<file path="src/verilog/pldc_pkg.sv">
// Constants, types and register map of the power-loss deceleration control.
package pldc_pkg;

    // ****************************************************************
    // Widths and scaling
    // ****************************************************************
    localparam int VW = 14;    // Bus voltage, 0.1 V per count.
    localparam int FW = 16;    // Frequency, 0.01 Hz per count.
    localparam int TW = 19;    // Decel time, 0.01 s per count.
    localparam int AW = 20;    // Rate accumulator width.
    localparam int EW = 4;     // Number of interrupt events.

    // ****************************************************************
    // Register byte offsets
    // ****************************************************************
    localparam logic [7:0] OFS_CTRL  = 8'h00;
    localparam logic [7:0] OFS_TRIG  = 8'h04;
    localparam logic [7:0] OFS_OVTH  = 8'h08;
    localparam logic [7:0] OFS_DTIME = 8'h0c;
    localparam logic [7:0] OFS_STEP  = 8'h10;
    localparam logic [7:0] OFS_STAT  = 8'h14;
    localparam logic [7:0] OFS_ISTAT = 8'h18;
    localparam logic [7:0] OFS_IMASK = 8'h1c;

    // ****************************************************************
    // Control fields, codes, limits and reset values
    // ****************************************************************
    localparam int CTRL_MODE_LSB = 0;
    localparam int CTRL_SKEY_BIT = 2;
    localparam int CTRL_RTRY_BIT = 3;
    localparam int STAT_ST_LSB   = 16;
    localparam logic [1:0] MODE_DISABLE = 2'h0;
    localparam logic [1:0] MODE_ENABLE  = 2'h1;
    localparam logic [VW-1:0] VOLT_MAX  = 14'h2710;  // 1000.0 V.
    localparam logic [FW-1:0] STEP_MAX  = 16'h03e8;  // 10.00 Hz.
    localparam logic [TW-1:0] DTIME_MIN = 19'h00001; // 0.01 s.
    localparam logic [TW-1:0] DTIME_MAX = 19'h57e40; // 3600 s.
    localparam logic [VW-1:0] TRIG_RST  = 14'h0000;
    localparam logic [VW-1:0] OVTH_RST  = 14'h0000;
    localparam logic [TW-1:0] DTIME_RST = 19'h00064; // 1.00 s.
    localparam logic [FW-1:0] STEP_RST  = 16'h0000;
    localparam logic [FW-1:0] FMAX_DEF  = 16'h1770;  // 60.00 Hz.

    // ****************************************************************
    // Timing: the rate base is a 10 ms tick
    // ****************************************************************
    localparam int TICK_NS  = 10000000;
    localparam int CLK_NS   = 20;
    localparam int TICK_CYC = TICK_NS / CLK_NS;
    localparam int RETRY_TK = 100;

    // ****************************************************************
    // Interrupt event bits
    // ****************************************************************
    localparam int EV_START = 0;
    localparam int EV_DONE  = 1;
    localparam int EV_TRIP  = 2;
    localparam int EV_COAST = 3;

    typedef enum logic [7:0] {
        ST_IDLE  = 8'h01,
        ST_RUN   = 8'h02,
        ST_STEP  = 8'h04,
        ST_DECEL = 8'h08,
        ST_HOLD  = 8'h10,
        ST_DONE  = 8'h20,
        ST_TRIP  = 8'h40,
        ST_COAST = 8'h80
    } pldc_state_t;

    typedef struct packed {
        logic [VW-1:0] vbus;
        logic          uv;
        logic          pwr_ok;
        logic          run_cmd;
        logic          trip;
        logic          alarm_rst;
        logic          stop_key;
        logic [FW-1:0] freq_cmd;
    } pldc_drv_in_t;

    typedef struct packed {
        logic [FW-1:0] freq;
        logic          run_en;
        logic          coast;
        logic          decel;
    } pldc_drv_out_t;

endpackage

</file>
<file path="src/verilog/pldc_top.sv">
// Power-loss deceleration and restart supervisor with an APB register file.
`timescale 1ns/1ps
`default_nettype none

// Overview of operation
// - Mode field: code 00 disables, code 01 enables power-loss deceleration.
// - Deceleration starts when falling bus voltage reaches trigger level.
// - Entry first lowers output frequency by a step of up to 10 Hz.
// - Then frequency falls linearly at a dedicated power-loss decel time.
// - Bus above over-voltage threshold holds output frequency constant.
// - Bus back below threshold resumes decel, repeating until under-voltage.
// - A started sequence runs to stop even if input power returns.
// - Power back at sequence end re-enables run mode automatically.
// - Feature disabled: power loss shuts down at once, motor coasts.
// - After a short interruption, run resumes if run command remains.
// - Alarm reset during a trip with run command present restarts.
// - Power applied with run command asserted starts the motor.
// - Stop key disabled: key neither stops nor resets a trip.
// - Retry mode restarts the motor by itself after a trip stop.
module pldc_top
    import pldc_pkg::*;
#(
    parameter int          TICK_CYCLES = TICK_CYC,
    parameter int          RETRY_TICKS = RETRY_TK,
    parameter logic [FW-1:0] FMAX      = FMAX_DEF
)(
    input  wire logic          mclk,
    input  wire logic          rst,
    input  wire logic          psel,
    input  wire logic          penable,
    input  wire logic          pwrite,
    input  wire logic [7:0]    paddr,
    input  wire logic [31:0]   pwdata,
    output logic      [31:0]   prdata,
    output logic               pready,
    output logic               pslverr,
    input  wire pldc_drv_in_t  drv_in,
    output pldc_drv_out_t      drv_out,
    output logic               irq
);

    // ****************************************************************
    // State record
    // ****************************************************************
    typedef struct packed {
        pldc_state_t     st;
        logic [FW-1:0]   freq;
        logic [AW-1:0]   acc;
        logic [19:0]     tcnt;
        logic [15:0]     rcnt;
        logic            stop_lat;
        logic [1:0]      mode;
        logic            skey_en;
        logic            rtry_en;
        logic [VW-1:0]   trig;
        logic [VW-1:0]   ovth;
        logic [TW-1:0]   dtime;
        logic [FW-1:0]   step;
        logic [EW-1:0]   istat;
        logic [EW-1:0]   imask;
        logic [31:0]     rdata;
    } pldc_reg_t;

    pldc_reg_t q_r;
    pldc_reg_t q_nxt;

    // Clamp a written value into its legal range.
    function automatic logic [31:0] clamp(input logic [31:0] v,
                                          input logic [31:0] lo,
                                          input logic [31:0] hi);
        clamp = (v < lo) ? lo : ((v > hi) ? hi : v);
    endfunction

    // ****************************************************************
    // Bus decode and status word
    // ****************************************************************
    logic        setup;
    logic        wr_acc;
    logic        mapped;
    logic        tick;
    logic        en_mode;
    logic [EW-1:0] ev;
    logic        go_run;

    // Reads are latched in the setup cycle, so no wait states occur.
    assign setup   = psel & ~penable;
    assign wr_acc  = psel & penable & pwrite & mapped;
    assign mapped  = (paddr[1:0] == 2'h0) && (paddr <= OFS_IMASK);
    assign pready  = 1'b1;
    assign pslverr = psel & penable & ~mapped;
    assign prdata  = q_r.rdata;
    assign tick    = (q_r.tcnt == 20'(TICK_CYCLES - 1));
    assign en_mode = (q_r.mode == MODE_ENABLE);
    assign irq     = |(q_r.istat & q_r.imask);
    // Run is allowed only with power, a run command, no trip and no stop latch.
    assign go_run  = drv_in.run_cmd & drv_in.pwr_ok & ~drv_in.trip
                   & ~q_r.stop_lat;
    assign drv_out.freq   = q_r.freq;
    assign drv_out.run_en = (q_r.st == ST_RUN);
    assign drv_out.coast  = (q_r.st == ST_COAST);
    assign drv_out.decel  = (q_r.st == ST_STEP) | (q_r.st == ST_DECEL)
                          | (q_r.st == ST_HOLD);

    // ****************************************************************
    // Next-state logic
    // ****************************************************************
    always_comb
    begin
        q_nxt = q_r;
        ev    = '0;
        q_nxt.tcnt = tick ? 20'h00000 : q_r.tcnt + 20'h00001;
        if (!drv_in.run_cmd)
        begin
            q_nxt.stop_lat = 1'b0;
        end
        case (q_r.st)
            ST_IDLE:
            begin
                q_nxt.freq = '0;
                if (go_run)
                begin
                    q_nxt.st = ST_RUN;
                end
            end
            ST_RUN:
            begin
                q_nxt.freq = drv_in.freq_cmd;
                if (!drv_in.pwr_ok && !en_mode)
                begin
                    // Control power is gone; no alarm is raised here.
                    q_nxt.st   = ST_COAST;
                    q_nxt.freq = '0;
                    ev[EV_COAST] = 1'b1;
                end
                else if (!drv_in.pwr_ok)
                begin
                    // Keep running until the bus decays to the trigger.
                    if (drv_in.vbus <= q_r.trig)
                    begin
                        q_nxt.st  = ST_STEP;
                        q_nxt.freq = q_r.freq;
                        ev[EV_START] = 1'b1;
                    end
                end
                else if (drv_in.trip)
                begin
                    q_nxt.st   = ST_TRIP;
                    q_nxt.freq = '0;
                    q_nxt.rcnt = '0;
                    ev[EV_TRIP] = 1'b1;
                end
                else if (drv_in.stop_key && q_r.skey_en)
                begin
                    q_nxt.st       = ST_IDLE;
                    q_nxt.stop_lat = 1'b1;
                end
                else if (!drv_in.run_cmd)
                begin
                    q_nxt.st = ST_IDLE;
                end
            end
            ST_STEP:
            begin
                // One-shot step drop, saturating at zero.
                q_nxt.freq = (q_r.freq > q_r.step) ?
                             q_r.freq - q_r.step : '0;
                q_nxt.acc  = '0;
                q_nxt.st   = ST_DECEL;
            end
            ST_DECEL:
            begin
                if (drv_in.uv || q_r.freq == '0)
                begin
                    q_nxt.st   = ST_DONE;
                    q_nxt.freq = '0;
                    ev[EV_DONE] = 1'b1;
                end
                else if (drv_in.vbus > q_r.ovth)
                begin
                    q_nxt.st = ST_HOLD;
                end
                else
                begin
                    // FMAX/dtime counts per tick, spread one per cycle.
                    if (q_r.acc >= AW'(q_r.dtime))
                    begin
                        q_nxt.freq = q_r.freq - 16'h0001;
                        q_nxt.acc  = q_r.acc - AW'(q_r.dtime);
                    end
                    else if (tick)
                    begin
                        q_nxt.acc = q_r.acc + AW'(FMAX);
                    end
                end
            end
            ST_HOLD:
            begin
                if (drv_in.uv)
                begin
                    q_nxt.st   = ST_DONE;
                    q_nxt.freq = '0;
                    ev[EV_DONE] = 1'b1;
                end
                else if (drv_in.vbus <= q_r.ovth)
                begin
                    q_nxt.st = ST_DECEL;
                end
            end
            ST_DONE:
            begin
                // Power back after the stop lets run mode resume.
                q_nxt.freq = '0;
                if (drv_in.pwr_ok)
                begin
                    q_nxt.st = ST_IDLE;
                end
            end
            ST_TRIP:
            begin
                q_nxt.freq = '0;
                if (tick && q_r.rcnt != 16'(RETRY_TICKS))
                begin
                    q_nxt.rcnt = q_r.rcnt + 16'h0001;
                end
                if (!drv_in.trip && (drv_in.alarm_rst
                    || (drv_in.stop_key && q_r.skey_en)
                    || (q_r.rtry_en
                        && q_r.rcnt == 16'(RETRY_TICKS))))
                begin
                    q_nxt.st = ST_IDLE;
                end
            end
            ST_COAST:
            begin
                q_nxt.freq = '0;
                if (drv_in.pwr_ok)
                begin
                    q_nxt.st = ST_IDLE;
                end
            end
            default:
            begin
                q_nxt.st   = ST_IDLE;
                q_nxt.freq = '0;
            end
        endcase

        // Register writes; hardware set wins over a write-one clear.
        if (wr_acc)
        begin
            case (paddr)
                OFS_CTRL:
                begin
                    q_nxt.mode    = pwdata[CTRL_MODE_LSB +: 2];
                    q_nxt.skey_en = pwdata[CTRL_SKEY_BIT];
                    q_nxt.rtry_en = pwdata[CTRL_RTRY_BIT];
                end
                OFS_TRIG:  q_nxt.trig  = VW'(clamp(pwdata, '0,
                                             32'(VOLT_MAX)));
                OFS_OVTH:  q_nxt.ovth  = VW'(clamp(pwdata, '0,
                                             32'(VOLT_MAX)));
                OFS_DTIME: q_nxt.dtime = TW'(clamp(pwdata,
                                  32'(DTIME_MIN), 32'(DTIME_MAX)));
                OFS_STEP:  q_nxt.step  = FW'(clamp(pwdata, '0,
                                             32'(STEP_MAX)));
                OFS_ISTAT: q_nxt.istat = q_r.istat & ~pwdata[EW-1:0];
                OFS_IMASK: q_nxt.imask = pwdata[EW-1:0];
                default:   q_nxt.rdata = q_r.rdata;
            endcase
        end
        q_nxt.istat = q_nxt.istat | ev;

        // Read data is captured in the setup cycle.
        if (setup && !pwrite)
        begin
            case (paddr)
                OFS_CTRL:  q_nxt.rdata = 32'({q_r.rtry_en, q_r.skey_en,
                                              q_r.mode});
                OFS_TRIG:  q_nxt.rdata = 32'(q_r.trig);
                OFS_OVTH:  q_nxt.rdata = 32'(q_r.ovth);
                OFS_DTIME: q_nxt.rdata = 32'(q_r.dtime);
                OFS_STEP:  q_nxt.rdata = 32'(q_r.step);
                OFS_STAT:  q_nxt.rdata = {8'h00, q_r.st, q_r.freq};
                OFS_ISTAT: q_nxt.rdata = 32'(q_r.istat);
                OFS_IMASK: q_nxt.rdata = 32'(q_r.imask);
                default:   q_nxt.rdata = 32'h00000000;
            endcase
        end
    end

    // ****************************************************************
    // State register
    // ****************************************************************
    always_ff @(posedge mclk or posedge rst)
    begin
        if (rst)
        begin
            q_r       <= '0;
            q_r.st    <= ST_IDLE;
            q_r.trig  <= TRIG_RST;
            q_r.ovth  <= OVTH_RST;
            q_r.dtime <= DTIME_RST;
            q_r.step  <= STEP_RST;
        end
        else
        begin
            q_r <= q_nxt;
        end
    end
endmodule

`default_nettype wire

</file>
<file path="config.mk">
export PLATFORM = sky130hd
export DESIGN_NAME = pldc_top
export DESIGN_NICKNAME = d
export VERILOG_FILES = /design/src/verilog/pldc_pkg.sv /design/src/verilog/pldc_top.sv
export SDC_FILE = /design/constraint.sdc
export NUM_CORES = 1
export LEC_CHECK = 0
export ABC_AREA = 1
export BUFFER_PORTS_ARGS = -buffer_cell sky130_fd_sc_hd__clkbuf_2
export CAP_MARGIN = 20
export CORE_MARGIN = 2
export CORE_UTILIZATION = 45
export CTS_CLUSTER_DIAMETER = 40
export DETAILED_ROUTE_END_ITERATION = 10
export SYNTH_ARGS = -nofsm -noshare
export SYNTH_HDL_FRONTEND = slang
export SYNTH_SLANG_ARGS = --single-unit
export TNS_END_PERCENT = 10
</file>
<file path="constraint.sdc">
create_clock -name mclk -period 8.7 [get_ports mclk]
set_clock_uncertainty 0.05 [all_clocks]
set_input_delay 1.74 -clock mclk [delete_from_list [all_inputs] [get_ports mclk]]
set_output_delay 1.74 -clock mclk [all_outputs]
set_load 0.02 [all_outputs]
</file>
[Yosys cells after proc, flatten, opt, wreduce, memory -nomap -nowiden]
Cells that the tools add are included.
Word-level totals
  word-level logic and storage cells: 175
  output and inout port bits: 54
  register bits: 188
Operators by class
  bitwise logic cells: 18
  muxes and demuxes: 56
  equality and inequality tests: 37
  $add $sub $neg: 6
  reduce and logical (&&, ||, !) cells: 31
  magnitude comparators: 11
Operators by type and width (number)
  24-bit one-hot mux with 8 select lines: 1
  24-bit one-hot mux with 7 select lines: 1
  16-bit two-way mux: 8
  24-bit two-way mux: 4
  20-bit two-way mux: 4
  8-bit two-way mux: 9
  32-bit by 1-bit less-than comparator with 1-bit output (second input constant): 2
  8-bit by 5-bit == test with 1-bit output (second input constant): 5
  40-bit two-way mux: 1
  20-bit one-hot mux with 2 select lines: 1
  19-bit two-way mux: 2
  36-bit two-way mux: 1
  17-bit two-way mux: 2
  32-bit by 10-bit greater-than comparator with 1-bit output (second input constant): 1
  32-bit by 14-bit greater-than comparator with 1-bit output (second input constant): 1
  32-bit by 19-bit greater-than comparator with 1-bit output (second input constant): 1
  32-bit two-way mux: 1
  16-bit one-hot mux with 2 select lines: 1
  14-bit <= comparator: 2
  14-bit two-way mux: 2
  8-bit by 4-bit == test with 1-bit output (second input constant): 3
  20-bit by 1-bit adder with 20-bit output (second input constant): 1
  20-bit by 13-bit adder with 20-bit output (second input constant): 1
  20-bit by 19-bit == test with 1-bit output (second input constant): 1
  other kinds (48): 103

[Logic depth before layout (Yosys ltp)]
  word-level depth: 6
  depth in mapped cells: 17
  depth with buffers taken out: 16

[Least setup slack after synthesis]
OpenSTA, ideal clock, no wires.
  path kind: input to output
  start: input paddr[0]
  end: output pslverr
  required time: 6910 ps
  slack: 4513 ps
  data arrival time: 2397 ps
  cell stages on the path: 5
  path through: inv_1 nand2_1 nor2_1 or2_2 inv_1
Between the ends
  word-level cells in the longest chain between the ends: 4
Ends and longest elaborated chain
  start: declaration: RTL line pldc_top.sv:32  | input wire logic [7:0] paddr,
  8-bit by 5-bit <= comparator with 1-bit output or 2-bit zero test (tied branches): RTL line pldc_top.sv:88  | assign mapped = (paddr[1:0] == 2'h0) && (paddr <= OFS_IMASK);
  1-bit logical AND (*): RTL line pldc_top.sv:88
  1-bit NOT (*): RTL line pldc_top.sv:90  | assign pslverr = psel & penable & ~mapped;
  1-bit AND (*): RTL line pldc_top.sv:90
  end: declaration: RTL line pldc_top.sv:36  | output logic pslverr,
Every way passes the cells marked *; elsewhere a longest branch is shown, timed or not.

[Final worst setup path]
Ends and elaborated chain as after synthesis.

==> metrics.yaml <==
outcome:
  status: "complete, no violations"
yosys:
  synth_edf_count: 0
  synth_top_area_cell: "dfrtp_1"
  netlist.area_leader.share_pct: 32.81
  syn_area_sq_um: 13420
  yosys_register_bits: 180
  async_flop_share_pct: 100.0
  syn_inst: 1995
  yosys-top-cells-count: "563 x nand2_1, 291 x inv_1, 181 x nor2_1"
  synthTopCellsByArea: "dfrtp_1 33%, nand2_1 16%, inv_1 8.1%"
  ys.flop_type: "dfrtp_1"
  ys_seq_area_share_pct: 33.59
  yosysWarnings: 0
  synth_most_common_cell: "nand2_1"
  avgSynthCellArea_sq_um: 6.728
  synthDistinctLibCells: 50
placed_design:
  gp_congestion: 0.9109
  placed_cells: 2435
  port_buffers: 125
  hpwlAfterDp_um: 31460
timing:
  finalCritPeriodShare_pct: 50.18
  rsz0062_at_grt: "false"
  drv_slew: 0
  timing.fmax_ghz: 0.2291
  finalHoldViolations: 0
  finalSetupTns_ps: 0
  finalSetupViolCount: 0
  slew_headroom_pct: 31.71
  worst_slew_pin_slew_ps: 1023
  final.min_clock_period_ps: 4366
hold_path:
  hp-start: "q_r[124]"
  worstHoldPathType: "flop to flop"
  hold_depth: 1
  worstHoldEndpoint: "q_r[124]"
clocking:
  clock_path_buffers: 2
  clkLatencyLatePin_ps: 450
  clk_pin_slew_worst_paths_ps: 70
  cts_tree: "done"
  cts-root-buf: "clkbuf_16"
  h-tree-depth: 4
  cts_buffers: 17
  cts_resized: 0
  holdBufCountCts: 0
  clock-sinks: 180
  post_cts_buffers: 0
floorplanning:
  die-area_sq_um: 31230
  start_util_pct: 45.53
  io_pins: 135
  core_area_sq_um: 29480
  die_w_um: 176.7
  rows: 63
  fp.dieH_um: 176.7
flow_run:
  maxCapViolCount: 0
setup_path:
  cp_max_fo: 5
  cpMaxStageDelayCell: "or2_2"
  r2r-start: "q_r[56]"
  crit_chain: "clkbuf_2 > inv_1 > nand2_1 > nor2_1 > or2_2 > inv_1 > clkbuf_2"
  slowest_delay_ps: 270
  r2r-end: "q_r[162]"
  crit_family: "simple AND/OR/NAND/NOR gates"
  crit_start: "paddr[0]"
  crit_arrival_ps: 2580
  crit_buf_inv: 4
  worst-r2r-setup-slack_ps: 5090
  cp_data_required_time_ps: 6910
  end_kind: "output port"
  reg2regPathDepth: 15
  cp-start-kind: "input port"
  worst-setup-path-type: "input port to output port"
routing:
  initialDrtViolationCount: 1043
  ant_nets: 0
  firstDrtPassIters: 5
  vias: 12968
  wl_um: 40290
  wl_per_cell_um: 16.33
  drc: 0
  viasPerCell: 5.257
power_and_ir_drop:
  finalPower_uw: 2072
  power_density_nw_per_um2: 141.2
  max-vdd-ir-drop_mv: 0.1579
  p_leak_uw: 0.007515
global_route:
  track_usage_pct: 26.38
  grt_pass1_wl_um: 64270
  grt_max_degree: 79
  antenna_found_initial: 0
  grt_pass1_vias: 12090
  grt_overflow: 0
finish:
  drive_gt1_share_pct: 10.01
  layout.cells.non_filler: 2467
  syn_to_final_growth_pct: 9.340
  nets: 2215
  antenna_cells: 0
per-stage QoR:
step	hold WS, ps	worst slack (ps)	utilization (%)	cell area, sq um
final	408.3	4334	49.78	14680
after global routing	434.7	4283	49.78	14680
after CTS	412.4	4336	49.78	14680
after global placement	403.3	4331	47.65	14050
after floorplan	381.1	2030	-	13450
after detailed placement	403.2	4323	47.65	14050
how the worst max path moves through the flow:
| stage | depth (start not counted) | slack [ps] | to |
|---|---|---|---|
| after floorplan | 1 | 2030 | drv_out[10] |
| after global placement | 7 | 4330 | pslverr |
| after detailed placement | 10 | 4320 | q_r[63] |
| after CTS | 7 | 4340 | pslverr |
| after global routing | 7 | 4280 | pslverr |
| final | 7 | 4330 | pslverr |
worst reg2reg max path: stages, from the launching register on:
cell and delay, ps:
dfrtp_1 440, ha_1 210, inv_1 90, fa_1 430, nand3_1 110, nand2_1 140, nand3_1 130, nand3_2 140
nand2_1 130, nand2_2 340, inv_2 400, nand3_1 110, nand2_1 580, nor2_1 80, nand2_1 80, nand2_1 50
cell families (layout without fill, tap and decap cells):
group | after synthesis | in the layout | share of synthesized area, %
fa+ha+maj | 70 | 70 | 6.637
buf+inv | 384 | 459 | 12.45
compound gates | 283 | 283 | 11.59
flops | 180 | 180 | 33.59
other cells | 2 | 9 | 0.05595
xor+xnor | 37 | 37 | 2.414
simple gates | 1039 | 1039 | 33.26
registers in the layout, indices dropped and copies added, names as in the netlist:
register	count
q_r	140
prdata	24
drv_out	16
report_power, final:
| group | switching (uW) | internal [uW] |
|---|---|---|
| clock network | 371 | 489 |
| logic | 229 | 99.2 |
| registers | 23.5 | 860 |
cell type report:
class                   count  area (sq um)
clock inverters            12         191.4
clock buffers              20         436.7
repair buffers            130         663.1
fillers                  3113         14800
flip-flops and latches    180          4509
inverters                 297          1120
well taps                 390         488.0
multi-input cells        1438          7268
routing by layer:
metal	track usage, %	share of wire (%)
met5	0	0
met4	4.821	1.3
met3	3.887	6.1
met2	43.41	45
met1	37.15	47
cell usage in the layout (no fill, tap or decap), types with 9 or more instances in the layout:
master / instances
xnor2_1: 10
xor2_1: 27
conb_1: 9
nand4_1: 28
ha_1: 68
o21ai_0: 136
nor2_1: 181
dfrtp_1: 176
o21ai_1: 9
nor3_1: 49
a21oi_1: 71
clkbuf_2: 125
nand3b_1: 10
nand3_1: 162
o22ai_1: 39
inv_1: 290
clkbuf_16: 17
nand2_1: 563
(Power assumes the default switching activity.)
